`src/pit_consts.vh`:
```
// constants for the prescaled interval timer: register offsets, fields, resets
// assumes a classic wishbone slave with 32-bit data, byte addresses
// Summary of operation
// - 16-bit down-counter decrements once every n+1 processor cycles, n the scale value
// - 8-bit software-writable scale register sets cycles between decrements
// - interrupt request raised when the down-counter reaches zero
// - at zero, counter reloads from the 16-bit period register and continues
`ifndef PIT_CONSTS_VH
`define PIT_CONSTS_VH
`define PIT_ADDR_W        4
`define PIT_OFS_COUNT     4'h0
`define PIT_OFS_SCALE     4'h4
`define PIT_OFS_PERIOD    4'h8
`define PIT_OFS_CTRL      4'hC
`define PIT_CTRL_EN_BIT   0
`define PIT_CTRL_IRQ_BIT  1
`define PIT_RST_COUNT     16'h0000
`define PIT_RST_SCALE     8'h00
`define PIT_RST_PERIOD    16'h0000
`endif

```
`src/pit_prescaler.v`:
```
// cycle prescaler: emits one tick every (scale+1) enabled clocks
// scale changes take effect at once: the running count is compared with the new value
`timescale 1ns/1ps
module pit_prescaler #(
    parameter SCALE_W = 8
) (
    // clock and reset
    input  wire               clk_i,
    input  wire               rst_i,
    // control
    input  wire               en_i,
    input  wire [SCALE_W-1:0] scale_i,
    // tick out
    output wire               tick_o
);
    reg [SCALE_W-1:0] cnt;

    assign tick_o = en_i && (cnt == scale_i);

    always @(posedge clk_i) begin
        if (rst_i) begin
            cnt <= {SCALE_W{1'b0}};
        end else if (en_i) begin
            if (cnt >= scale_i)
                cnt <= {SCALE_W{1'b0}}; // also recovers if scale shrinks
            else
                cnt <= cnt + {{(SCALE_W-1){1'b0}}, 1'b1};
        end
    end
endmodule // pit_prescaler

```
`src/pit_timer.v`:
```
// prescaled interval timer with wishbone register access
// assumes classic wishbone single cycles from a master on clk_i
`timescale 1ns/1ps
`include "pit_consts.vh"
module pit_timer #(
    parameter CNT_W   = 16,
    parameter SCALE_W = 8
) (
    // clock and reset
    input  wire        clk_i,
    input  wire        rst_i,
    // wishbone slave
    input  wire        cyc_i,
    input  wire        stb_i,
    input  wire        we_i,
    input  wire [3:0]  adr_i,
    input  wire [3:0]  sel_i,
    input  wire [31:0] dat_i,
    output reg  [31:0] dat_o,
    output reg         ack_o,
    // timer event
    output reg         irq_o
);
    // byte lanes that sel_i can reach in the wide registers
    localparam LANES = CNT_W / 8;

    // event spacing: with scale s and period p the zero event repeats
    // every (p+1)*(s+1) clocks; the extra step is the reload itself,
    // which leaves the counter at the period rather than below it

    // timer state, all cleared by reset
    reg  [CNT_W-1:0]   timer_down_count;
    reg  [SCALE_W-1:0] timer_cycle_scale;
    reg  [CNT_W-1:0]   timer_reload_period;
    reg                enable;
    reg                zero_seen;

    // next values, one per state register
    reg  [CNT_W-1:0]   next_count;
    reg  [SCALE_W-1:0] next_scale;
    reg  [CNT_W-1:0]   next_period;
    reg                next_enable;
    reg                next_zero_seen;
    reg                next_irq;
    reg                next_ack;
    reg  [31:0]        next_dat;

    // bus decode
    wire               req;
    wire               rd_req;
    wire               wr;
    wire               hit_count;
    wire               hit_scale;
    wire               hit_period;
    wire               hit_ctrl;
    wire               clear_req;
    reg  [31:0]        rd_word;

    // write values with untouched byte lanes kept
    wire [CNT_W-1:0]   count_wr_val;
    wire [CNT_W-1:0]   period_wr_val;

    // step decode
    wire               tick;
    wire               step;
    wire               at_zero;
    wire               at_one;
    wire               zero_event;

    // address match, shared by the write and read decoders
    function addr_hit;
        input [3:0] adr;
        input [3:0] ofs;
        begin
            addr_hit = (adr == ofs);
        end
    endfunction

    // zero-extend a 16-bit register into the read word
    function [31:0] pad16;
        input [15:0] val;
        begin
            pad16 = {16'h0000, val};
        end
    endfunction

    // control word read back: enable and sticky zero flag in place
    function [31:0] ctrl_word;
        input en;
        input seen;
        begin
            ctrl_word                    = 32'h00000000;
            ctrl_word[`PIT_CTRL_EN_BIT]  = en;
            ctrl_word[`PIT_CTRL_IRQ_BIT] = seen;
        end
    endfunction

    // a request is taken on the edge where it meets ack low
    assign req    = cyc_i && stb_i && !ack_o;
    assign rd_req = req && !we_i;

    // writes land on the edge where ack is high, the one edge at
    // which the master also sees the cycle complete
    assign wr     = cyc_i && stb_i && we_i && ack_o;

    // register select; unmapped offsets hit nothing and read zero
    assign hit_count  = addr_hit(adr_i, `PIT_OFS_COUNT);
    assign hit_scale  = addr_hit(adr_i, `PIT_OFS_SCALE);
    assign hit_period = addr_hit(adr_i, `PIT_OFS_PERIOD);
    assign hit_ctrl   = addr_hit(adr_i, `PIT_OFS_CTRL);

    // status clear: a one in the flag position of a control write
    assign clear_req  = wr && hit_ctrl && sel_i[0] && dat_i[`PIT_CTRL_IRQ_BIT];

    // byte lanes of count and period each follow their own enable
    genvar lane;
    generate
        for (lane = 0; lane < LANES; lane = lane + 1) begin : g_lane
            assign count_wr_val[lane*8 +: 8]  = sel_i[lane] ? dat_i[lane*8 +: 8] : timer_down_count[lane*8 +: 8];
            assign period_wr_val[lane*8 +: 8] = sel_i[lane] ? dat_i[lane*8 +: 8] : timer_reload_period[lane*8 +: 8];
        end
    endgenerate

    pit_prescaler #(
        .SCALE_W (SCALE_W)
    ) u_pre (
        .clk_i   (clk_i),
        .rst_i   (rst_i),
        .en_i    (enable),
        .scale_i (timer_cycle_scale),
        .tick_o  (tick)
    );

    assign step       = enable && tick;
    assign at_zero    = (timer_down_count == {CNT_W{1'b0}});
    assign at_one     = (timer_down_count == {{(CNT_W-1){1'b0}}, 1'b1});

    // the step that brings the counter from one to zero
    assign zero_event = step && at_one;

    // next counter: step first, a software write then overrides it
    always @* begin
        next_count = timer_down_count;
        if (step) begin
            if (at_zero) begin
                next_count = timer_reload_period;
            end else begin
                next_count = timer_down_count - {{(CNT_W-1){1'b0}}, 1'b1};
            end
        end
        if (wr && hit_count) begin
            next_count = count_wr_val;
        end
    end

    // counter register
    always @(posedge clk_i) begin
        if (rst_i) begin
            timer_down_count <= `PIT_RST_COUNT;
        end else begin
            timer_down_count <= next_count;
        end
    end

    // scale writable through the low lane only
    always @* begin
        next_scale = timer_cycle_scale;
        if (wr && hit_scale && sel_i[0]) begin
            next_scale = dat_i[SCALE_W-1:0];
        end
    end

    // scale register; a new value takes hold at once against the running prescaler count
    always @(posedge clk_i) begin
        if (rst_i) begin
            timer_cycle_scale <= `PIT_RST_SCALE;
        end else begin
            timer_cycle_scale <= next_scale;
        end
    end

    always @* begin
        next_period = timer_reload_period;
        if (wr && hit_period) begin
            next_period = period_wr_val;
        end
    end

    // period register; read only at the reload step, so a change
    // never cuts short the count already running
    always @(posedge clk_i) begin
        if (rst_i) begin
            timer_reload_period <= `PIT_RST_PERIOD;
        end else begin
            timer_reload_period <= next_period;
        end
    end

    // enable bit of the control word
    always @* begin
        next_enable = enable;
        if (wr && hit_ctrl && sel_i[0]) begin
            next_enable = dat_i[`PIT_CTRL_EN_BIT];
        end
    end

    // enable register; clearing it freezes counter and prescaler alike
    always @(posedge clk_i) begin
        if (rst_i) begin
            enable <= 1'b0;
        end else begin
            enable <= next_enable;
        end
    end

    // sticky zero flag: set wins over a clear in the same cycle, so
    // software never loses an event that lands on its own clear
    always @* begin
        next_zero_seen = zero_seen;
        if (clear_req) begin
            next_zero_seen = 1'b0;
        end
        if (zero_event) begin
            next_zero_seen = 1'b1;
        end
    end

    // zero flag register
    always @(posedge clk_i) begin
        if (rst_i) begin
            zero_seen <= 1'b0;
        end else begin
            zero_seen <= next_zero_seen;
        end
    end

    // request pulse, high for one cycle per zero event
    always @* begin
        next_irq = zero_event;
    end

    // request register
    always @(posedge clk_i) begin
        if (rst_i) begin
            irq_o <= 1'b0;
        end else begin
            irq_o <= next_irq;
        end
    end

    // read mux; unmapped offsets read as zero
    always @* begin
        rd_word = 32'h00000000;
        if (hit_count) begin
            rd_word = pad16(timer_down_count);
        end
        if (hit_scale) begin
            rd_word = {{(32-SCALE_W){1'b0}}, timer_cycle_scale};
        end
        if (hit_period) begin
            rd_word = pad16(timer_reload_period);
        end
        if (hit_ctrl) begin
            rd_word = ctrl_word(enable, zero_seen);
        end
    end

    // read data is caught when the request is taken and then held
    // until the next read, so it stays valid while ack is high
    always @* begin
        next_dat = dat_o;
        if (rd_req) begin
            next_dat = rd_word;
        end
    end

    // single-wait-state answer: ack one cycle after the request
    always @* begin
        next_ack = req;
    end

    // answer registers
    always @(posedge clk_i) begin
        if (rst_i) begin
            ack_o <= 1'b0;
            dat_o <= 32'h00000000;
        end else begin
            ack_o <= next_ack;
            dat_o <= next_dat;
        end
    end

endmodule // pit_timer

```
`config.mk`:
```
export PLATFORM = sky130hd
export DESIGN_NAME = pit_timer
export DESIGN_NICKNAME = d
export VERILOG_FILES = /design/src/pit_prescaler.v /design/src/pit_timer.v
export VERILOG_INCLUDE_DIRS = /design/src
export SDC_FILE = /design/constraint.sdc
export NUM_CORES = 1
export LEC_CHECK = 0
export ABC_AREA = 1
export BUFFER_PORTS_ARGS = -buffer_cell sky130_fd_sc_hd__buf_2
export CORE_ASPECT_RATIO = 0.75
export CORE_UTILIZATION = 56
export DETAILED_ROUTE_END_ITERATION = 8
export PLACE_DENSITY = 0.81
export SYNTH_ARGS = -nofsm -noshare
export SYNTH_HDL_FRONTEND = slang
export SYNTH_SLANG_ARGS = --single-unit
```
`constraint.sdc`:
```
create_clock -name clk_i -period 2.4 [get_ports clk_i]
set_clock_uncertainty 0.15 [all_clocks]
set_input_delay 0.12 -clock clk_i [delete_from_list [all_inputs] [get_ports clk_i]]
set_output_delay 0.12 -clock clk_i [all_outputs]
set_load 0.05 [all_outputs]
```
==> metrics.txt, run 1 <==
fin util=0.6643; clock share of power=0.396; VDD IR max=between 300 and 400 uV; Die Wd=approximately 100 um; most used cell, CP=nand2_1; Combinational Power Share=0.085; outcome=complete, no violations; P_sw=roughly 0.6 mW; data arrival time of the critical path=roughly 2.2 ns; adder-cell share of the synthesized area=0.03766; CP startpoint kind=flop; number of clock sinks=68; CTS tree=done; Static Leak=roughly 2.1 nW; post-synthesis compound-gate area fraction=0.1648; sequential fraction of the synthesis area=0.3415; area share of and/or/nand/nor cells after synthesis=0.3195; DP HPWL=approximately 7500 um; Top FF cell, synth=dfxtp_1; Clock transition at path regs=approximately 0.08 ns; Routability Congestion=about 0.92; # diodes=0; drc violations=0; Post-synth EDFFs=0; Synth Area per Inst=between 6 and 7 sq um; clk_lat worst skew=around 0.35 ns; main combinational cell family by area after synthesis=simple AND/OR/NAND/NOR gates; wire per inst=about 14 um; Slew HR=0.6474; fin crit share=0.8656; Clock Root Buffer=clkbuf_8; GRT Overall Usage=0.2957; crit path max fanout=8; final hold viol count=0; number of global-route vias before repair=between 3000 and 4000; 1st-iter DRT viols=392; first-pass GRT wire length=between 15000 and 20000 um; H-tree Lvls=3; Detail Route Antenna Nets=0; Max clock buf depth=2; Max stage delay on crit path=roughly 0.31 ns; xor/xnor share of the synthesized area=0.01758; Mapped Area=3986 sq um; die area=about 7500 sq um; nature of the critical path endpoint=flop; Hold WS=about 0.058 ns; RSZ-0062 raised after global routing=false; Synth cell types=37; Filler Cell Count=574; #FFs+latches synth=68; CP Class=reg -> reg; vias post-DR=about 4000; pin count of the biggest net entering global routing=28; DRT Wirelength=~11000 um; Pint=1.557 mW; asr flop ratio synth=0; Hold Crit Class=in -> reg; Area Growth Syn to Fin=13.84%; Initial Utilization=0.5835; share of power burned in registers=0.520; Pre-antenna DRT Iters=5; Die H=75.07 um; switching part of the total=0.2837; cts bufs inserted=9; power density over cell area=between 400 and 500 nW/um^2; min cycle time layout=~2.1 ns; CORE AREA=between 6000 and 7000 sq um; initial antenna violation count=0; final setup vio count=0; I/O Buffers=between 40 and 50; mux cell area share after synthesis=0; Mapped Cells=589; Rows=26; Final nets=slightly above 700; layout cells sized above 1=0.1470; CP Cell Sequence=inv_1 -> ha_1 -> nand2_1 -> nor2_2 -> nand4_2 -> inv_1 -> nand2_1 -> nand2_1 -> o21ai_0 -> a21oi_1; IO Pins=just under 80; worst slew pin tran=about 0.53 ns; max-capacitance violation count=0; Ys Warns=0; max-slew violation count=0; WP data required=about 2.5 ns; vias per inst=approximately 5.5; Total Neg Setup Slack=0 ns; Max Clock Freq=between 400 and 500 MHz; CP max stage cell=dfxtp_1; GR Overflow Total=0
-- final timing paths --
check,from,endpoint,slack [ns],cells after the start
worst max-delay path,timer_cycle_scale[7],timer_down_count[3],0.32,10
worst min-delay path,sel_i[0],timer_cycle_scale[0],0.06,5
worst max register to register,timer_cycle_scale[7],timer_down_count[3],0.32,10
worst min register to register,dat_o[14],dat_o[14],0.32,2
-- timing repair --
item,CTS,global route
buffers inserted,0,0
gates resized for setup,0,0
endpoints found under the hold margin,34,0
hold buffers,18,0
-- kinds of logic after synthesis --
logic type,after synthesis
DFF,68
adders and majority gates,12
AOI/OAI and AO/OA,121
xor gates and xnor gates,8
other,1
and+or+nand+nor,280
buffers and inverters,99
-- layer usage --
layer | routed length (um) | vias up | track usage
met1 | 4653 | 1797 | 0.3938
met2 | 4490 | 219 | 0.4668
li1 | - | 2003 | -
met3 | 1232 | 15 | 0.09564
met4 | 148 | 0 | 0.08007
met5 | 0 | - | 0
-- Yosys cell counts, types with 3 or more instances --
master | number | area (sq um)
nor3_1 | 3 | 15.01
a21oi_1 | 56 | 280.3
buf_4 | 17 | 127.6
nor2_2 | 5 | 31.28
inv_1 | 58 | 217.7
o22ai_1 | 6 | 37.54
nor2_4 | 5 | 56.30
inv_2 | 6 | 22.52
o221ai_1 | 6 | 52.55
o21ai_0 | 44 | 220.2
buf_6 | 4 | 45.04
ha_1 | 12 | 150.1
buf_2 | 4 | 20.02
nand3_1 | 39 | 195.2
nand2_1 | 141 | 529.3
o211ai_1 | 4 | 30.03
xnor2_1 | 3 | 26.28
xor2_1 | 5 | 43.79
nor2_1 | 69 | 259.0
dfxtp_1 | 68 | 1361
nand4_1 | 3 | 18.77
clkbuf_1 | 9 | 33.78
-- layout make-up --
cell class	count	area, sq um	share of cell area
Multi-Input combinational cell	437	2211	0.4872
Clock inverter	7	51.30	0.01130
Inverter	64	240.2	0.05294
Sequential cell	68	1361	0.3000
Tap cell	84	105.1	0.02316
Clock buffer	9	123.9	0.02730
Timing Repair Buffer	68	445.4	0.09815
-- per-stage QoR --
step,area [sq um],std cells,total power [mW],setup WS (ns)
3_3_place_gp,4183,703,1.312,0.4630
5_1_grt,4538,737,2.245,0.1210
4_1_cts,4538,737,2.177,0.3792
3_5_place_dp,4183,703,1.314,0.3963
2_1_floorplan,4043,604,1.288,0.4999
6_report,4538,737,2.174,0.3225
-- power groups by stage --
stage / combinational [mW] / clock (mW) / sequential (mW)
6_report: 0.184 / 0.860 / 1.13
5_1_grt: 0.198 / 0.917 / 1.13
4_1_cts: 0.180 / 0.867 / 1.13
3_5_place_dp: 0.158 / 0 / 1.16
3_3_place_gp: 0.156 / 0 / 1.16
2_1_floorplan: 0.129 / 0 / 1.16
-- flip-flops by register name, summed over array words and instances (netlist names), 8 cells and up --
register,flops
timer_cycle_scale,8
dat_o,16
timer_reload_period,16
timer_down_count,16
u_pre.cnt,8
-- layout by cell type (no fill, tap or decap), drive strengths merged --
| master | instances |
|---|---|
| nand2 | 145 |
| nor2 | 81 |
| dfxtp | 68 |
| inv | 65 |
| a21oi | 57 |
| buf | 50 |
| o21ai | 46 |
| nand3 | 42 |
| dlygate4sd3 | 18 |
| conb | 16 |
| ha | 12 |
| clkbuf | 9 |
| o221ai | 6 |
| o22ai | 6 |
| xor2 | 5 |
| nand4 | 5 |
| o211ai | 4 |
| nor3 | 4 |
| clkinv | 4 |
| xnor2 | 3 |
| nand3b | 2 |
| clkinvlp | 2 |
| a22oi | 1 |
| o211a | 1 |
| or2 | 1 |
-- critical path: cells and delay by family (launching register included) --
| kind | cells | cell delay [ns] |
|---|---|---|
| compound gates | 2 | 0.28 |
| fa+ha+maj | 1 | 0.29 |
| buf+inv | 2 | 0.16 |
| flops | 1 | 0.31 |
| simple gates | 5 | 0.80 |
(Power assumes the default switching activity.)
==> run 2, diff against run 1 <==
--- a/config.mk
+++ b/config.mk
@@ -11,7 +11,7 @@
 export CORE_ASPECT_RATIO = 0.75
 export CORE_UTILIZATION = 56
 export DETAILED_ROUTE_END_ITERATION = 8
-export PLACE_DENSITY = 0.81
+export PLACE_DENSITY = 0.89
 export SYNTH_ARGS = -nofsm -noshare
 export SYNTH_HDL_FRONTEND = slang
 export SYNTH_SLANG_ARGS = --single-unit
==> metrics.txt, run 2 (same netlist as run 1, synthesis figures left out) <==
outcome=complete, no violations; vias post-DR=~4200; fin cells=738; Hold WS=around 0.067 ns; Clock transition at path regs=roughly 0.080 ns; final hold viol count=0; VDD IR max=434.2 uV; min cycle time layout=about 2.1 ns; Max clock buf depth=2; # diodes=0; Final nets=a little over 700; Initial Utilization=0.5835; DP HPWL=7475 um; 1st-iter DRT viols=between 500 and 600; max-slew violation count=0; WP data required=roughly 2.5 ns; Pre-antenna DRT Iters=7; commonest non-fill, non-tap cell in the layout=nand2_1; R2R Path End=timer_down_count[10]; number of clock sinks=between 60 and 70; Max Clock Freq=roughly 470 MHz; worst r2r src=timer_cycle_scale[7]; vias per inst=5.737; nature of the critical path endpoint=flop; Post-CTS Resized=0; hold wc startpoint=sel_i[0]; GRT Overall Usage=0.3077; cts bufs inserted=9; Rows=26; worst reg-to-reg setup slack=between 0.2 and 0.3 ns; DRT Wirelength=between 10000 and 15000 um; drc violations=0; Clock Root Buffer=clkbuf_8; max-capacitance violation count=0; Die Wd=about 99 um; IO Pins=between 70 and 80; GR Overflow Total=0; CTS tree=done; number of global-route vias before repair=about 3800; power density over cell area=roughly 550 nW/um^2; data arrival time of the critical path=around 2.3 ns; CP startpoint kind=flop; reg2reg path depth=10; dpl cells=approximately 700; initial antenna violation count=0; Total Neg Setup Slack=0 ns; final setup vio count=0; Static Leak=around 2.1 nW; first-pass GRT wire length=between 15000 and 20000 um; clk_lat worst skew=approximately 0.36 ns; Die H=around 75 um; die area=7463 sq um; Area Growth Syn to Fin=16.10%; fin crit share=0.8889; CORE AREA=6832 sq um; crit path max fanout=16; worst slew pin tran=~0.64 ns; Hold Crit Class=in -> reg; Detail Route Antenna Nets=0; wire per inst=15.11 um; CP Class=reg -> reg; hold path depth=5; I/O Buffers=44; Filler Cell Count=~530; layout cells sized above 1=0.1483; H-tree Lvls=3; Routability Congestion=between 0.9 and 1; RSZ-0062 raised after global routing=false; hold path endpoint=enable; Top Registers=dat_o (16), timer_down_count (16), timer_reload_period (16); pin count of the biggest net entering global routing=28; commonest cells after routing, fill and taps aside=nand2_1, nor2_1, dfxtp_1, inv_1, a21oi_1; Slew HR=0.5754
-- run 2: timing repair --
item	CTS	global route
hold buffers	18	0
endpoints found under the hold margin	31	0
buffers inserted	0	0
-- run 2: stage by stage --
stage                 util  cell area [sq um]  worst slack, ns  power (mW)
finish              0.6775               4628           0.2667       2.532
global route        0.6775               4628           0.1245       2.582
CTS                 0.6775               4628           0.3532       2.529
detailed placement  0.6134               4190           0.4054       1.313
global placement    0.6134               4190           0.4808       1.311
floorplan                -               4043           0.4999       1.288
-- run 2: power by group --
part | internal, mW | switching (mW)
Combinational | 0.0525 | 0.133
Clock | 0.750 | 0.466
Sequential | 1.13 | 0.00148
-- run 2: how the worst max path moves through the flow --
stage / start / end / slack [ns] / depth (start not counted)
after detailed placement: timer_cycle_scale[7] / timer_down_count[2] / 0.41 / 11
final: timer_cycle_scale[7] / timer_down_count[10] / 0.27 / 10
after CTS: timer_cycle_scale[7] / timer_down_count[2] / 0.35 / 11
after global routing: timer_cycle_scale[7] / timer_down_count[0] / 0.12 / 10
after global placement: timer_cycle_scale[7] / timer_down_count[2] / 0.48 / 11
after floorplan: ack_o / timer_cycle_scale[5] / 0.50 / 6
-- run 2: area by class of cell --
| type | count | area [sq um] | area share |
|---|---|---|---|
| clock buffers | 11 | 151.4 | 0.03271 |
| flip-flops and latches | 68 | 1361 | 0.2941 |
| multi-input cells | 437 | 2211 | 0.4777 |
| well taps | 84 | 105.1 | 0.02271 |
| clock inverters | 5 | 106.4 | 0.02298 |
| repair buffers | 69 | 452.9 | 0.09786 |
| inverters | 64 | 240.2 | 0.05191 |
-- run 2: worst max-delay path, stage by stage, from the launching register on --
cell and delay (ns):
dfxtp_1 0.31, inv_1 0.07, ha_1 0.30, nand2_1 0.09, nor2_2 0.20, nand4_2 0.21, nor2_4 0.25, nor2_8 0.10
nor2_1 0.12, nand2_1 0.07, a21oi_1 0.18
-- run 2: metal layers --
metal | up-vias | wire, um | GRT usage
met5 | - | 45 | 0.04487
met4 | 2 | 318 | 0.1225
met3 | 42 | 1308 | 0.1021
met2 | 279 | 4858 | 0.4853
met1 | 1909 | 4622 | 0.3911
li1 | 2002 | - | -
==> run 3, diff against run 2 <==
--- a/config.mk
+++ b/config.mk
@@ -8,10 +8,12 @@
 export LEC_CHECK = 0
 export ABC_AREA = 1
 export BUFFER_PORTS_ARGS = -buffer_cell sky130_fd_sc_hd__buf_2
+export CAP_MARGIN = 20
 export CORE_ASPECT_RATIO = 0.75
 export CORE_UTILIZATION = 56
 export DETAILED_ROUTE_END_ITERATION = 8
 export PLACE_DENSITY = 0.89
 export SYNTH_ARGS = -nofsm -noshare
 export SYNTH_HDL_FRONTEND = slang
+export SYNTH_HIERARCHICAL = 1
 export SYNTH_SLANG_ARGS = --single-unit
==> metrics.txt, run 3 <==
outcome=complete, no violations; asr flop ratio synth=0; Mapped Area=4140 sq um; final setup vio count=0; hold path depth=4; Final nets=707; hold wc startpoint=adr_i[2]; CP Class=reg -> reg; CTS tree=done; GRT Overall Usage=0.2879; main area contributors after synthesis=dfxtp_1, nand2_1, a21oi_1, o21ai_0, inv_1; fin crit share=0.9058; CP startpoint kind=flop; PnR Total Power=between 2 and 2.5 mW; Initial Utilization=0.5919; final hold viol count=0; power density over cell area=between 400 and 500 nW/um^2; Die Wd=101.3 um; Synth cell types=39; pre-CTS setup slack=0.2477 ns; Area Growth Syn to Fin=13.24%; nature of the critical path endpoint=flop; hold path endpoint=dat_o[1]; initial antenna violation count=0; worst slew pin tran=around 0.70 ns; GR Overflow Total=0; Ys Warns=6; slack of the critical path=about 0.23 ns; Filler Cell Count=roughly 630; sequential fraction of the synthesis area=0.3288; Max clock buf depth=2; dpl cells=about 700; Combinational Power Share=0.084; Detail Route Antenna Nets=0; I/O Buffers=44; clk_lat worst skew=approximately 0.36 ns; Max Clock Freq=roughly 460 MHz; Top FF cell, synth=dfxtp_1; Post-synth EDFFs=0; reg2reg path depth=14; Total Neg Setup Slack=0 ns; Design Area, Final=roughly 4700 sq um; Clock transition at path regs=0.07 ns; xor/xnor share of the synthesized area=0.01904; H-tree Lvls=3; fin cells=roughly 750; DP HPWL=between 7000 and 8000 um; P_sw=approximately 0.57 mW; layout cells sized above 1=0.1679; VDD IR max=326.0 uV; 1st-iter DRT viols=around 280; Rows=26; placed instance area=around 4300 sq um; vias post-DR=~4000; commonest cells after routing, fill and taps aside=nand2_1, dfxtp_1, inv_1, a21oi_1, o21ai_0; synth cell count leaders=nand2_1, dfxtp_1, inv_1; die area=around 7700 sq um; CORE AREA=~7000 sq um; vias per inst=approximately 5.3; pin count of the biggest net entering global routing=28; met3 wire len=1076 um; worst r2r src=timer_cycle_scale[7]; post-synthesis compound-gate area fraction=0.1635; post-CTS setup buffers=0; mux cell area share after synthesis=0.002418; max-capacitance violation count=0; Hold Crit Class=in -> reg; crit path max fanout=13; number of clock sinks=68; DR WL met2=roughly 4600 um; max-slew violation count=0; wire per inst=roughly 14 um; Top Layer Used=met4; post-synth top area share=0.3288; Slew HR=0.5347; clock share of power=0.404; area share of and/or/nand/nor cells after synthesis=0.3228; min cycle time layout=approximately 2.2 ns; share of power burned in registers=0.512; DRT Wirelength=10510 um; number of global-route vias before repair=3770; Clock Root Buffer=clkbuf_8; R2R Path End=timer_down_count[9]; Pre-antenna DRT Iters=5; commonest non-fill, non-tap cell in the layout=nand2_1; cts bufs inserted=9; switching part of the total=0.2583; Top Registers=dat_o (16), timer_down_count (16), timer_reload_period (16); Static Leak=2.206 nW; Hold WS=~0.065 ns; worst reg-to-reg setup slack=about 0.23 ns; Die H=between 70 and 80 um; WP data required=2.54 ns; # diodes=0; most frequent cell after synthesis=nand2_1; Synth Area per Inst=around 7 sq um; first-pass GRT wire length=about 17000 um; Routability Congestion=around 0.95; adder-cell share of the synthesized area=0.03626; main combinational cell family by area after synthesis=simple AND/OR/NAND/NOR gates; met1 WL=4594 um; #FFs+latches synth=68; fin util=0.6703; drc violations=0; data arrival time of the critical path=~2.3 ns; Pint=1.640 mW; IO Pins=79; cell taking the most area after synthesis=dfxtp_1; RSZ-0062 raised after global routing=false; Mapped Cells=~590
run 3: changes by cell type after synthesis, sizes merged, moves of 3 or more:
cell | before | now
nor2 | 81 | 59
nand2 | 145 | 158
o21ai | 46 | 56
o211ai | 4 | 11
inv | 64 | 70
o221ai | 6 | 0
o22ai | 6 | 1
or2 | 1 | 4
xor2 | 5 | 8
run 3: power by group through the flow:
stage | sequential, mW | combinational [mW] | clock [mW]
4_1_cts | 1.13 | 0.183 | 0.901
3_3_place_gp | 1.16 | 0.158 | 0
5_1_grt | 1.13 | 0.198 | 0.951
3_5_place_dp | 1.16 | 0.160 | 0
6_report | 1.13 | 0.186 | 0.894
2_1_floorplan | 1.16 | 0.130 | 0
run 3: worst max-delay path by stage:
stage,startpoint,end,depth (start not counted)
finish,timer_cycle_scale[7],timer_down_count[9],14
global route,timer_cycle_scale[7],timer_down_count[9],14
CTS,timer_cycle_scale[7],timer_down_count[9],14
detailed placement,timer_cycle_scale[7],timer_down_count[9],14
global placement,timer_cycle_scale[7],timer_down_count[9],14
floorplan,ack_o,zero_seen,6
run 3: repair_timing:
item	4_1_cts	5_1_grt
resized for setup	0	2
hold buffers	18	0
hold endpoints to repair	31	0
endpoints found under the setup margin	0	1
run 3: final cells by class:
type	count	area [sq um]	area share
clock inverters	1	5.005	0.001068
well taps	98	122.6	0.02615
repair buffers	67	437.9	0.09341
clock buffers	15	176.4	0.03763
flip-flops and latches	68	1361	0.2904
inverters	70	265.3	0.05658
multi-input cells	434	2320	0.4948
run 3: critical path, stage by stage, from the launching register on:
cell and delay, ns:
dfxtp_1 0.37, inv_1 0.06, ha_1 0.29, nand2_1 0.08, nor2_2 0.14, nand2_1 0.10
nor2_1 0.09, nand2_1 0.05, inv_1 0.12, nand2_4 0.14, nand2_4 0.14, inv_2 0.08
nor2_1 0.09, nand2_1 0.06, a21oi_1 0.12
run 3: logic make-up (layout without fill, tap and decap cells):
| logic type | count (synthesis) | after routing |
|---|---|---|
| buffers and inverters | 105 | 153 |
| XOR/XNOR | 9 | 9 |
| other | 1 | 16 |
| multiplexers | 1 | 1 |
| flip-flops | 68 | 68 |
| adder cells (fa/ha/maj) | 12 | 12 |
| AND/OR/NAND/NOR | 269 | 269 |
| AO/OA/AOI/OAI | 127 | 127 |
run 3: layer usage:
| metal | vias up | GRT usage |
|---|---|---|
| met5 | - | 0 |
| met4 | 0 | 0.1290 |
| met3 | 30 | 0.1018 |
| met2 | 203 | 0.4265 |
| met1 | 1802 | 0.3734 |
| li1 | 1985 | - |
